===== config.mk =====
export PLATFORM = sky130hd
export DESIGN_NAME = dma_channel_flags
export DESIGN_NICKNAME = d
export VERILOG_FILES = /design/src/logic/dma_flags_pkg.sv /design/src/logic/event_flag_bank.sv /design/src/logic/dma_channel_flags.sv
export VERILOG_INCLUDE_DIRS = /design/src /design/src/logic
export SDC_FILE = /design/constraint.sdc
export NUM_CORES = 1
export LEC_CHECK = 0
export BUFFER_PORTS_ARGS = -buffer_cell sky130_fd_sc_hd__buf_2
export CORE_ASPECT_RATIO = 0.9
export CORE_MARGIN = 2
export CORE_UTILIZATION = 45
export DETAILED_ROUTE_END_ITERATION = 8
export PLACE_DENSITY = 0.62
export RECOVER_POWER = 100
export SLEW_MARGIN = 0
export SYNTH_ARGS = -nofsm -noshare
export SYNTH_HDL_FRONTEND = slang
export SYNTH_SLANG_ARGS = --single-unit

===== constraint.sdc =====
create_clock -name clk_sys -period 7 [get_ports clk_sys]
set_input_delay 1.75 -clock clk_sys [delete_from_list [all_inputs] [get_ports clk_sys]]
set_output_delay 1.75 -clock clk_sys [all_outputs]
set_load 0.01 [all_outputs]

===== src/logic/dma_flags_params.svh =====
// constants for the dma channel event flag and source address block
`ifndef DMA_FLAGS_PARAMS_SVH
`define DMA_FLAGS_PARAMS_SVH

//------------------------------------------------------------
// register byte offsets
//------------------------------------------------------------
`define OFS_EVENT_FLAGS   12'h000
`define OFS_SRC_START     12'h010
`define OFS_DEST_SIZE     12'h020
`define OFS_SOURCE_SIZE   12'h030
`define OFS_CELL_SIZE     12'h040
`define OFS_CHAN_CTRL     12'h050
`define OFS_DEST_POINTER  12'h060
`define OFS_IRQ_MASK      12'h070

//------------------------------------------------------------
// event flag bit positions
//------------------------------------------------------------
`define BIT_ADDR_ERR      0
`define BIT_XFER_ABORT    1
`define BIT_CELL_DONE     2
`define BIT_BLOCK_DONE    3
`define BIT_DEST_HALF     4
`define BIT_DEST_DONE     5
`define NUM_FLAGS         6

//------------------------------------------------------------
// control register fields
//------------------------------------------------------------
`define BIT_CTRL_ENABLE   0
`define BIT_CTRL_ABORT_EN 1
`define CTRL_SEL_LSB      8
`define CTRL_SEL_MSB      10

//------------------------------------------------------------
// reset values and bus answers
//------------------------------------------------------------
`define RST_SRC_START     32'h0000_0000
`define RST_SIZE          16'h0000
`define RST_CTRL          32'h0000_0000
`define RST_MASK          6'h00
`define RESP_OKAY         2'h0
`define RESP_SLVERR       2'h2

`endif


===== src/logic/dma_flags_pkg.sv =====
// types shared by the dma channel event flag block
package dma_flags_pkg;

  typedef enum logic [1:0] {
    CH_IDLE = 2'b00,
    CH_RUN  = 2'b01,
    CH_STOP = 2'b11
  } chan_state_e;

  // one-cycle pulses from the channel datapath, same clock
  typedef struct packed {
    logic       byte_moved;
    logic       pattern_match;
    logic       src_addr_err;
    logic       dst_addr_err;
  } chan_evt_s;

  typedef struct packed {
    logic [31:0] source_addr;
    logic [15:0] dest_pointer;
    logic        busy;
  } chan_pos_s;

endpackage : dma_flags_pkg


===== src/logic/event_flag_bank.sv =====
// sticky event flags, set has priority over clear
`timescale 1ns/1ns
`include "dma_flags_params.svh"

module event_flag_bank (
  input  wire logic                    clk_sys,
  input  wire logic                    reset_n,
  input  wire logic [`NUM_FLAGS-1:0]   set_pulse,
  input  wire logic [`NUM_FLAGS-1:0]   clr_pulse,
  output logic      [`NUM_FLAGS-1:0]   flags
);
  import dma_flags_pkg::*;

  genvar i;
  generate
    for (i = 0; i < `NUM_FLAGS; i = i + 1) begin : g_flag
      logic flag_reg;
      always_ff @(posedge clk_sys) begin
        if (!reset_n) begin
          flag_reg <= 1'b0;
        end else if (set_pulse[i]) begin
          flag_reg <= 1'b1;
        end else if (clr_pulse[i]) begin
          flag_reg <= 1'b0;
        end
      end
      assign flags[i] = flag_reg;
    end
  endgenerate

endmodule : event_flag_bank


===== src/logic/dma_channel_flags.sv =====
// dma channel with event flags, source start address and axi4-lite registers
// How it works
// the destination half-full flag, bit 4, rises when the destination pointer reaches half the destination size.
// the block-complete flag, bit 3, rises when the larger of source and destination size has moved, or on pattern match.
// the cell-complete flag, bit 2, rises each time a cell-size count of bytes has moved.
// when the selected abort interrupt is seen, the transfer stops and the abort flag, bit 1, rises.
// the address-error flag, bit 0, rises when the source or destination address is found invalid.
// the source start address register is 32 bits, fully read/write, zero after reset.
// software loads the source start address with a physical address, never a virtual one.
// the destination-done flag, bit 5, rises when the destination pointer equals the destination size.
// each flag stays set until software clears it and reads as zero otherwise.
//
// The register offsets and the AXI4-Lite interface to the registers are this design's own decisions.
`timescale 1ns/1ns
`include "dma_flags_params.svh"

module dma_channel_flags (
  input  wire logic                  clk_sys,
  input  wire logic                  reset_n,
  // axi4-lite slave
  input  wire logic [11:0]           s_axi_awaddr,
  input  wire logic [2:0]            s_axi_awprot,
  input  wire logic                  s_axi_awvalid,
  output logic                       s_axi_awready,
  input  wire logic [31:0]           s_axi_wdata,
  input  wire logic [3:0]            s_axi_wstrb,
  input  wire logic                  s_axi_wvalid,
  output logic                       s_axi_wready,
  output logic [1:0]                 s_axi_bresp,
  output logic                       s_axi_bvalid,
  input  wire logic                  s_axi_bready,
  input  wire logic [11:0]           s_axi_araddr,
  input  wire logic [2:0]            s_axi_arprot,
  input  wire logic                  s_axi_arvalid,
  output logic                       s_axi_arready,
  output logic [31:0]                s_axi_rdata,
  output logic [1:0]                 s_axi_rresp,
  output logic                       s_axi_rvalid,
  input  wire logic                  s_axi_rready,
  // channel side
  input  wire dma_flags_pkg::chan_evt_s chan_evt,
  input  wire logic [7:0]            irq_lines,
  output dma_flags_pkg::chan_pos_s   chan_pos,
  output logic                       irq
);
  import dma_flags_pkg::*;

  //------------------------------------------------------------
  // helpers
  //------------------------------------------------------------
  function automatic logic [31:0] merge_strb(input logic [31:0] old_val,
                                             input logic [31:0] new_val,
                                             input logic [3:0]  strb);
    logic [31:0] res;
    res = old_val;
    for (int b = 0; b < 4; b++) begin
      if (strb[b]) begin
        res[b*8 +: 8] = new_val[b*8 +: 8];
      end
    end
    return res;
  endfunction : merge_strb

  function automatic logic is_mapped(input logic [11:0] addr);
    unique case (addr)
      `OFS_EVENT_FLAGS, `OFS_SRC_START, `OFS_DEST_SIZE, `OFS_SOURCE_SIZE,
      `OFS_CELL_SIZE, `OFS_CHAN_CTRL, `OFS_DEST_POINTER, `OFS_IRQ_MASK: return 1'b1;
      default: return 1'b0;
    endcase
  endfunction : is_mapped

  //------------------------------------------------------------
  // registers and state
  //------------------------------------------------------------
  logic [31:0]            src_start_reg;
  logic [15:0]            dest_size_reg;
  logic [15:0]            source_size_reg;
  logic [15:0]            cell_size_reg;
  logic [31:0]            ctrl_reg;
  logic [`NUM_FLAGS-1:0]  mask_reg;
  logic [15:0]            dest_ptr_reg;
  logic [15:0]            src_ptr_reg;
  logic [15:0]            cell_cnt_reg;
  logic [16:0]            total_cnt_reg;
  chan_state_e            state_reg;

  logic                   aw_held_reg;
  logic                   w_held_reg;
  logic [11:0]            waddr_reg;
  logic [31:0]            wdata_reg;
  logic [3:0]             wstrb_reg;
  logic                   awready_reg;
  logic                   wready_reg;
  logic                   bvalid_reg;
  logic [1:0]             bresp_reg;
  logic                   arready_reg;
  logic                   rvalid_reg;
  logic [31:0]            rdata_reg;
  logic [1:0]             rresp_reg;
  logic                   irq_reg;
  chan_pos_s              pos_reg;

  logic [`NUM_FLAGS-1:0]  flags;
  logic [`NUM_FLAGS-1:0]  flag_set;
  logic [`NUM_FLAGS-1:0]  flag_clr;
  logic                   wr_fire;
  logic                   rd_fire;
  logic                   step;
  logic [15:0]            dest_ptr_inc;
  logic [15:0]            src_ptr_inc;
  logic [15:0]            cell_cnt_inc;
  logic [16:0]            total_cnt_inc;
  logic [16:0]            block_len;
  logic                   hit_half;
  logic                   hit_dest_done;
  logic                   hit_src_wrap;
  logic                   hit_cell;
  logic                   hit_block;
  logic                   hit_abort;
  logic                   hit_addr_err;
  logic                   chan_end;
  logic [2:0]             abort_sel;

  //------------------------------------------------------------
  // axi4-lite write channel
  //------------------------------------------------------------
  // address and data are taken in either order; the write lands once both are held
  assign wr_fire = aw_held_reg && w_held_reg && !bvalid_reg;

  always_ff @(posedge clk_sys) begin
    if (!reset_n) begin
      aw_held_reg <= 1'b0;
      w_held_reg  <= 1'b0;
      awready_reg <= 1'b1;
      wready_reg  <= 1'b1;
      waddr_reg   <= 12'h000;
      wdata_reg   <= 32'h0000_0000;
      wstrb_reg   <= 4'h0;
      bvalid_reg  <= 1'b0;
      bresp_reg   <= `RESP_OKAY;
    end else begin
      if (s_axi_awvalid && awready_reg) begin
        aw_held_reg <= 1'b1;
        awready_reg <= 1'b0;
        waddr_reg   <= s_axi_awaddr;
      end
      if (s_axi_wvalid && wready_reg) begin
        w_held_reg <= 1'b1;
        wready_reg <= 1'b0;
        wdata_reg  <= s_axi_wdata;
        wstrb_reg  <= s_axi_wstrb;
      end
      if (wr_fire) begin
        aw_held_reg <= 1'b0;
        w_held_reg  <= 1'b0;
        bvalid_reg  <= 1'b1;
        // read-only registers accept the write silently, unmapped ones answer slverr
        bresp_reg   <= is_mapped(waddr_reg) ? `RESP_OKAY : `RESP_SLVERR;
      end
      if (bvalid_reg && s_axi_bready) begin
        bvalid_reg  <= 1'b0;
        awready_reg <= 1'b1;
        wready_reg  <= 1'b1;
      end
    end
  end

  //------------------------------------------------------------
  // software-written registers
  //------------------------------------------------------------
  always_ff @(posedge clk_sys) begin
    if (!reset_n) begin
      src_start_reg   <= `RST_SRC_START;
      dest_size_reg   <= `RST_SIZE;
      source_size_reg <= `RST_SIZE;
      cell_size_reg   <= `RST_SIZE;
      mask_reg        <= `RST_MASK;
    end else if (wr_fire) begin
      unique case (waddr_reg)
        `OFS_SRC_START:   src_start_reg <= merge_strb(src_start_reg, wdata_reg, wstrb_reg);
        `OFS_DEST_SIZE:   dest_size_reg <= 16'(merge_strb({16'h0000, dest_size_reg}, wdata_reg, wstrb_reg));
        `OFS_SOURCE_SIZE: source_size_reg <= 16'(merge_strb({16'h0000, source_size_reg}, wdata_reg, wstrb_reg));
        `OFS_CELL_SIZE:   cell_size_reg <= 16'(merge_strb({16'h0000, cell_size_reg}, wdata_reg, wstrb_reg));
        `OFS_IRQ_MASK:    mask_reg <= `NUM_FLAGS'(merge_strb({26'h0, mask_reg}, wdata_reg, wstrb_reg));
        default: begin
        end
      endcase
    end
  end

  // hardware drops the enable when the channel ends; a software write in the same cycle wins
  always_ff @(posedge clk_sys) begin
    if (!reset_n) begin
      ctrl_reg <= `RST_CTRL;
    end else if (wr_fire && waddr_reg == `OFS_CHAN_CTRL) begin
      ctrl_reg <= merge_strb(ctrl_reg, wdata_reg, wstrb_reg) & 32'h0000_0703;
    end else if (chan_end) begin
      ctrl_reg[`BIT_CTRL_ENABLE] <= 1'b0;
    end
  end

  //------------------------------------------------------------
  // axi4-lite read channel
  //------------------------------------------------------------
  assign rd_fire = s_axi_arvalid && arready_reg;

  always_ff @(posedge clk_sys) begin
    if (!reset_n) begin
      arready_reg <= 1'b1;
      rvalid_reg  <= 1'b0;
      rdata_reg   <= 32'h0000_0000;
      rresp_reg   <= `RESP_OKAY;
    end else begin
      if (rd_fire) begin
        arready_reg <= 1'b0;
        rvalid_reg  <= 1'b1;
        rresp_reg   <= is_mapped(s_axi_araddr) ? `RESP_OKAY : `RESP_SLVERR;
        unique case (s_axi_araddr)
          `OFS_EVENT_FLAGS:  rdata_reg <= {26'h0, flags};
          `OFS_SRC_START:    rdata_reg <= src_start_reg;
          `OFS_DEST_SIZE:    rdata_reg <= {16'h0000, dest_size_reg};
          `OFS_SOURCE_SIZE:  rdata_reg <= {16'h0000, source_size_reg};
          `OFS_CELL_SIZE:    rdata_reg <= {16'h0000, cell_size_reg};
          `OFS_CHAN_CTRL:    rdata_reg <= ctrl_reg;
          `OFS_DEST_POINTER: rdata_reg <= {16'h0000, dest_ptr_reg};
          `OFS_IRQ_MASK:     rdata_reg <= {26'h0, mask_reg};
          default:           rdata_reg <= 32'h0000_0000;
        endcase
      end
      if (rvalid_reg && s_axi_rready) begin
        rvalid_reg  <= 1'b0;
        arready_reg <= 1'b1;
      end
    end
  end

  //------------------------------------------------------------
  // transfer progress and event detection
  //------------------------------------------------------------
  assign abort_sel     = ctrl_reg[`CTRL_SEL_MSB:`CTRL_SEL_LSB];
  assign step          = (state_reg == CH_RUN) && chan_evt.byte_moved && !hit_abort;
  assign dest_ptr_inc  = dest_ptr_reg + 16'h0001;
  assign src_ptr_inc   = src_ptr_reg + 16'h0001;
  assign cell_cnt_inc  = cell_cnt_reg + 16'h0001;
  assign total_cnt_inc = total_cnt_reg + 17'h0_0001;
  // the block is as long as the larger of the two sizes
  assign block_len     = {1'b0, (source_size_reg > dest_size_reg) ? source_size_reg : dest_size_reg};

  assign hit_half      = step && (dest_ptr_inc == {1'b0, dest_size_reg[15:1]});
  assign hit_dest_done = step && (dest_ptr_inc == dest_size_reg);
  assign hit_src_wrap  = step && (src_ptr_inc == source_size_reg);
  assign hit_cell      = step && (cell_cnt_inc == cell_size_reg);
  assign hit_block     = (step && (total_cnt_inc == block_len))
                      || ((state_reg == CH_RUN) && chan_evt.pattern_match);
  // an irq line is another peripheral's flop on this clock, so no synchroniser
  assign hit_abort     = (state_reg == CH_RUN) && ctrl_reg[`BIT_CTRL_ABORT_EN] && irq_lines[abort_sel];
  assign hit_addr_err  = (state_reg == CH_RUN) && (chan_evt.src_addr_err || chan_evt.dst_addr_err);
  // an address error also stops the channel rather than move to a bad address
  assign chan_end      = hit_block || hit_abort || hit_addr_err;

  always_ff @(posedge clk_sys) begin
    if (!reset_n) begin
      state_reg <= CH_IDLE;
    end else begin
      unique case (state_reg)
        CH_IDLE: if (ctrl_reg[`BIT_CTRL_ENABLE]) state_reg <= CH_RUN;
        CH_RUN:  if (chan_end) state_reg <= CH_STOP;
        CH_STOP: state_reg <= CH_IDLE;
        default: state_reg <= CH_IDLE;
      endcase
    end
  end

  always_ff @(posedge clk_sys) begin
    if (!reset_n) begin
      dest_ptr_reg  <= 16'h0000;
      src_ptr_reg   <= 16'h0000;
      cell_cnt_reg  <= 16'h0000;
      total_cnt_reg <= 17'h0_0000;
    end else if (state_reg == CH_IDLE) begin
      dest_ptr_reg  <= 16'h0000;
      src_ptr_reg   <= 16'h0000;
      cell_cnt_reg  <= 16'h0000;
      total_cnt_reg <= 17'h0_0000;
    end else if (step) begin
      dest_ptr_reg  <= hit_dest_done ? 16'h0000 : dest_ptr_inc;
      src_ptr_reg   <= hit_src_wrap ? 16'h0000 : src_ptr_inc;
      cell_cnt_reg  <= hit_cell ? 16'h0000 : cell_cnt_inc;
      total_cnt_reg <= total_cnt_inc;
    end
  end

  //------------------------------------------------------------
  // event flags and interrupt
  //------------------------------------------------------------
  always_comb begin
    flag_set                  = '0;
    flag_set[`BIT_ADDR_ERR]   = hit_addr_err;
    flag_set[`BIT_XFER_ABORT] = hit_abort;
    flag_set[`BIT_CELL_DONE]  = hit_cell;
    flag_set[`BIT_BLOCK_DONE] = hit_block;
    flag_set[`BIT_DEST_HALF]  = hit_half;
    flag_set[`BIT_DEST_DONE]  = hit_dest_done;
  end

  // a read of the flag register clears exactly what it returned
  assign flag_clr = (rd_fire && s_axi_araddr == `OFS_EVENT_FLAGS) ? flags : '0;

  event_flag_bank u_flags (
    .clk_sys   (clk_sys),
    .reset_n   (reset_n),
    .set_pulse (flag_set),
    .clr_pulse (flag_clr),
    .flags     (flags)
  );

  always_ff @(posedge clk_sys) begin
    if (!reset_n) begin
      irq_reg <= 1'b0;
    end else begin
      irq_reg <= |(flags & mask_reg);
    end
  end

  // the address is used as given; translation is software's job
  always_ff @(posedge clk_sys) begin
    if (!reset_n) begin
      pos_reg <= '0;
    end else begin
      pos_reg.source_addr  <= src_start_reg + {16'h0000, src_ptr_reg};
      pos_reg.dest_pointer <= dest_ptr_reg;
      pos_reg.busy         <= (state_reg == CH_RUN);
    end
  end

  //------------------------------------------------------------
  // outputs
  //------------------------------------------------------------
  assign s_axi_awready = awready_reg;
  assign s_axi_wready  = wready_reg;
  assign s_axi_bvalid  = bvalid_reg;
  assign s_axi_bresp   = bresp_reg;
  assign s_axi_arready = arready_reg;
  assign s_axi_rvalid  = rvalid_reg;
  assign s_axi_rdata   = rdata_reg;
  assign s_axi_rresp   = rresp_reg;
  assign chan_pos      = pos_reg;
  assign irq           = irq_reg;

endmodule : dma_channel_flags


# After elaboration in Yosys (flattened, before gate mapping)
# Index checks and enable logic that the tools add are counted.
# Widths: inputs -> output; s select.
word_totals:
  romBits: 0
  memories: 0
  in_bits: 85
  latch_bits: 0
  ram_bits: 0
  ff_bits: 305
  out_inout_bits: 91
classes:
  n_reduce_logical: 58
  order_cmp: 2
  eq_ne: 23
  bitwise_logic: 2
  mul: 0
  n_addsub: 5
  n_shift: 0
  mux: 34
  div: 0
ops:
  columns: ["operator", "n"]
  rows:
  - ["$pmux 32 s8", 1]
  - ["$eq 12x7->1 const B", 8]
  - ["$mux 16", 4]
  - ["$add 16x1->16 const B", 3]
  - ["$eq 12x6->1 const B", 4]
  - ["$eq 16x16->1", 3]
  - ["$reduce_and 3->1", 11]
  - ["$add 32x16->32", 1]
  - ["$eq 12x5->1 const B", 2]
  - ["$logic_not 12->1", 2]
  - ["$mux 1", 22]
  - ["$logic_and 1x1->1", 20]
  - ["$add 17x1->17 const B", 1]
  - ["$eq 17x16->1", 1]
  - ["$eq 16x15->1", 1]
  - ["$gt 16x16->1", 1]
  - ["$reduce_or 8->1", 2]
  - ["$reduce_bool 2->1", 7]
  - ["$mux 2", 4]
  - ["$reduce_and 2->1", 4]
  - ["$reduce_or 2->1", 4]
  - ["$and 6x6->6", 1]
  - ["$mux 6", 1]
  - ["$ne 2x2->1 const B", 3]
  - ["other kinds (9)", 13]

# Depth between registers and ports, before layout
logic_depth:
  word_depth: 11
  ltp_mapped: 14
  ltp_nobuf: 13

# Cells and area by module
# A second synthesis with hierarchy kept.
hier_totals:
  hier_cells: 1838
  hier_area_um2: 15183.3
modules_own_cells:
  columns: ["module", "area_each_um2", "cells_per_inst", "n_inst", "seq_area_each_um2"]
  rows:
  - ["dma_channel_flags", 14890.5, 1814, 1, 5945.7]
  - ["event_flag_bank", 292.8, 24, 1, 120.1]

# Worst setup path before layout
# No wires, ideal clock.
synth_path:
  kind: "in2reg"
  startpoint: "in irq_lines[7]"
  endpoint: "reg src_ptr_reg[12]"
  cell_stages: 11
  arrival_time_ns: 3.780
  setup_slack_ns: 3.103
  n_path_buf: 1
  required_ns: 6.883
  path_cell_list: "mux4_2 mux2_2 nand2_1 and3_1 buf_2 nand4_1 nor3_2 nand2b_1 nor2_2 a21o_1 a22o_1"
synth_via:
  elab_chain_cells: 7
synth_lines:
  columns: ["element", "line", "source"]
  rows:
  - ["start: declaration", "dma_channel_flags.sv:42", "input wire logic [7:0] irq_lines,"]
  - ["$bmux 1 s3 *", "dma_channel_flags.sv:256", "assign hit_abort = (state_reg == CH_RUN) && ctrl_reg[`BIT_CTRL_ABORT_EN] && irq_lines[abort_sel];"]
  - ["$mux 1 (implied by the code) *", "dma_channel_flags.sv:256", null]
  - ["$logic_and 1x1->1 *", "dma_channel_flags.sv:256", null]
  - ["$logic_not 1->1 *", "dma_channel_flags.sv:241", "assign step = (state_reg == CH_RUN) && chan_evt.byte_moved && !hit_abort;"]
  - ["$logic_and 1x1->1 *", "dma_channel_flags.sv:241", null]
  - ["$logic_and 1x1->1", "dma_channel_flags.sv:251", "assign hit_src_wrap = step && (src_ptr_inc == source_size_reg);"]
  - ["$mux 16", "dma_channel_flags.sv:287", "src_ptr_reg <= hit_src_wrap ? 16'h0000 : src_ptr_inc;"]
  - ["end signal: assignment", "dma_channel_flags.sv:287", null]
  - ["end: declaration", "dma_channel_flags.sv:82", "logic [15:0] src_ptr_reg;"]
# Mark *: on every way between the ends. The rest lies on a longest branch, timed or not. The select of a mux whose other input is x is not followed.
# A chain may end at the register's enable or synchronous reset.

# Final worst setup path
layout_path:
  startpoint: "in irq_lines[5]"
  endpoint: "reg cell_cnt_reg[6]"
layout_via:
  elab_chain_cells: 7
layout_lines:
  columns: ["element", "line", "source"]
  rows:
  - ["$bmux 1 s3 *", "dma_channel_flags.sv:256", null]
  - ["$mux 1 (implied by the code) *", "dma_channel_flags.sv:256", null]
  - ["$logic_and 1x1->1 *", "dma_channel_flags.sv:256", null]
  - ["$logic_not 1->1 *", "dma_channel_flags.sv:241", null]
  - ["$logic_and 1x1->1 *", "dma_channel_flags.sv:241", null]
  - ["$logic_and 1x1->1", "dma_channel_flags.sv:252", "assign hit_cell = step && (cell_cnt_inc == cell_size_reg);"]
  - ["$mux 16", "dma_channel_flags.sv:288", "cell_cnt_reg <= hit_cell ? 16'h0000 : cell_cnt_inc;"]
  - ["end signal: assignment", "dma_channel_flags.sv:288", null]
  - ["end: declaration", "dma_channel_flags.sv:83", "logic [15:0] cell_cnt_reg;"]
# Marks and branches as above.

==> flow_summary.yaml <==
run_status:
  outcome: "finished with violations"
  violations: "capacitance limit, slew limit"
synthesis:
  synth_flop_cell: "dfxtp_1"
  syn_area_per_cell_um2: 8.28
  yosys_warnings: 0
  synth_edf_count: 0
  synth-seq-area-share_pct: 40.9
  ys_ff_latch: 303
  syn_inst: 1793
  async_reset_ff_share_pct: 0
  synth_cell_types: 71
  netlist_area_mm2: 0.0148
clock_tree:
  hold_buffers: 0
  cts_buffers: 35
  clk_pin_slew_ns: 0.06
  cts-root-buf: "clkbuf_16"
  cts_resized: 0
  postCtsSetupBuffers: 0
  clock_path_buffers: 3
  cts_num_sinks: 303
  cts_tree: "done"
  clk_latency_ns: 0.53
  cts.htree.levels: 2
timing:
  slew_viol_final: 142
  rsz0062_at_grt: "false"
  fin_skew_ns: 0.0161
  whs_ns: 0.455
  period_share_pct: 76.3
  final_hold_viol_count: 0
  min_period_ns: 5.34
  max_freq_mhz: 187
  setup_ws_ns: 1.66
  setup_viol_count_final: 0
  relSlewSlack_pct: -65.1
  worst_pin_slew_ns: 2.48
  fin_setup_tns_ns: 0
finish:
  post_layout_nonfiller_instances: 2357
  syn2layout_area_growth_pct: 14.1
  largest_reg_flops: 49
  drive_gt1_share_pct: 8.63
  diodes: 0
  nets: 2034
placed_design:
  dpl.hpwl_um: 32500
  portBuffers: 167
  place_ws_ns: 2.20
  placed_cells: 2297
  place_congestion: 0.916
floorplan:
  start_util_pct: 45.4
  die_h_um: 176
  rows: 63
  fp.dieW_um: 195
  core-area_mm2: 0.0327
  ios: 176
  dieArea_mm2: 0.0345
run:
  drv_cap: 3
critical_path:
  worst-setup-path-type: "in -> reg"
  r2r_start: "ctrl_reg[8]"
  r2r-end: "cell_cnt_reg[6]"
  critPathRequiredTime_ns: 7.45
  cp-start-kind: "input port"
  startpoint: "irq_lines[5]"
  cp_max_fo: 57
  critPathArrivalTime_ns: 5.79
  r2r_slack_ns: 2.41
  end_kind: "flop"
  r2r_cells: 10
detailed_routing:
  firstDrtPassIters: 9
  vias: 13300
  antenna_left: 0
  initialDrtViolationCount: 1115
  viasPerCell: 5.64
  wl_um: 44900
  drcViolationCount: 0
  routedWlPerCell_um: 19.1
global_routing:
  overflow: 0
  grt_pass1_wl_um: 69100
  antenna_found_initial: 0
  gr-usage-all-layers_pct: 25.6
  first_global_vias: 12200
  grt_max_degree: 117
hold_path:
  hold_end: "s_axi_rdata[18]"
  hp-class: "reg -> reg"
  hold_depth: 2
  hp-start: "s_axi_rdata[18]"
pwr:
  power_switching_uw: 828
  powerDensity_mw_per_mm2: 221
  seq_power_share_pct: 47.3
  switching_share_pct: 22.2
  peakVddDrop_mv: 0.173
  p_leak_uw: 0.00596
  p_clk_share_pct: 49.7
  p_total_uw: 3730
  p_int_uw: 2910
  pwr-share-comb_pct: 3.0
[stage by stage]
| stage | instance area (um2) | util, % |
|---|---|---|
| after floorplan | 14800 | - |
| after global placement | 15900 | 48.7 |
| after detailed placement | 15900 | 48.7 |
| after CTS | 17100 | 52.2 |
| after global routing | 16900 | 51.8 |
| final | 16900 | 51.8 |
[layout by cell type (no fill, tap or decap), drive strengths merged, types with 35 or more instances in the layout]
cell,netlist,layout
buf,19,91
nor2,179,179
a21oi,196,196
clkbuf,84,141
inv,37,37
mux2i,80,80
o21ai,69,69
nand2,257,257
xor2,41,41
nand3,56,56
a22oi,35,35
nor3,43,43
xnor2,110,110
dfxtp,303,303
ha,36,36
[worst max path at each step]
stage | endpoint | slack [ns] | cells past startpoint
floorplan | src_ptr_reg[12] | 3.10 | 11
finish | cell_cnt_reg[6] | 1.66 | 11
global placement | src_ptr_reg[15] | 2.23 | 12
global route | chan_pos[28] | 1.28 | 4
CTS | src_ptr_reg[15] | 2.74 | 12
detailed placement | src_ptr_reg[12] | 2.20 | 12
[final cells by class]
| class | instances | area, um2 |
|---|---|---|
| multi-input cells | 1351 | 8200 |
| flip-flops and latches | 303 | 6070 |
| clock buffers | 48 | 975 |
| repair buffers | 184 | 840 |
| clock inverters | 12 | 185 |
| well taps | 422 | 528 |
| fillers | 3159 | 15800 |
| inverters | 37 | 144 |
[power by group through the flow]
stage	clock [uW]	sequential [uW]	combinational, uW
2_1_floorplan	0	1790	67.5
3_3_place_gp	0	1800	110
3_5_place_dp	0	1800	112
4_1_cts	1900	1770	112
5_1_grt	1960	1770	124
6_report	1860	1770	111
[metal layers]
metal,wire [um],vias up,part of all wire [%],GRT usage (%)
met5,0,-,0,0
met4,1970,0,4.4,10.8
met3,3740,100,8.3,5.44
met2,19500,540,43,39.3
met1,19700,6188,44,35.0
li1,-,6463,-,-
[worst max-delay path, stage by stage]
cell and delay, ns:
buf_2 0.07, mux4_2 0.22, mux2_1 0.22, nand2_1 0.13
nand3_2 0.09, clkbuf_1 1.74, nor3_1 0.15, and3_1 0.51
nand2b_4 0.31, or4_1 0.42, a21oi_1 0.15
[synth_stat cells, drive strengths merged (4+ instances only)]
cell type	count	share of area, %
o211ai	4	0.20
or3b	7	0.41
nor3	43	1.6
o21ai	69	2.3
inv	37	0.94
or3	15	0.63
a211oi	4	0.20
nor2b	8	0.34
mux2i	80	5.4
and2	28	1.2
dfxtp	303	41
a22o	6	0.35
and4	7	0.45
a21oi	196	6.6
nor4	13	0.63
a22oi	35	1.8
nand2b	17	0.77
nand2	257	6.5
xnor2	110	6.5
a21boi	4	0.20
a222oi	10	0.67
and3	20	0.91
clkbuf	84	2.1
buf	19	0.93
nand3	56	1.9
nand4	29	1.2
a31oi	16	0.78
a21o	6	0.30
nand3b	9	0.46
xor2	41	2.4
o21a	4	0.20
nor2	179	4.6
ha	36	3.0
[kinds of logic (layout without fill, tap and decap cells)]
logic type                 count (synthesis)  count (layout)  share of synthesized area, %
and+or+nand+nor                          699             699                          22.1
other                                      1               2                        0.0253
buffers and inverters                    140             281                          3.99
xor gates and xnor gates                 151             151                          8.91
AOI/OAI and AO/OA                        377             377                          15.0
muxes                                     85              85                          5.93
DFF                                      303             303                          40.9
adders and majority gates                 37              37                          3.17
Power figures use the tool's default switching activity.
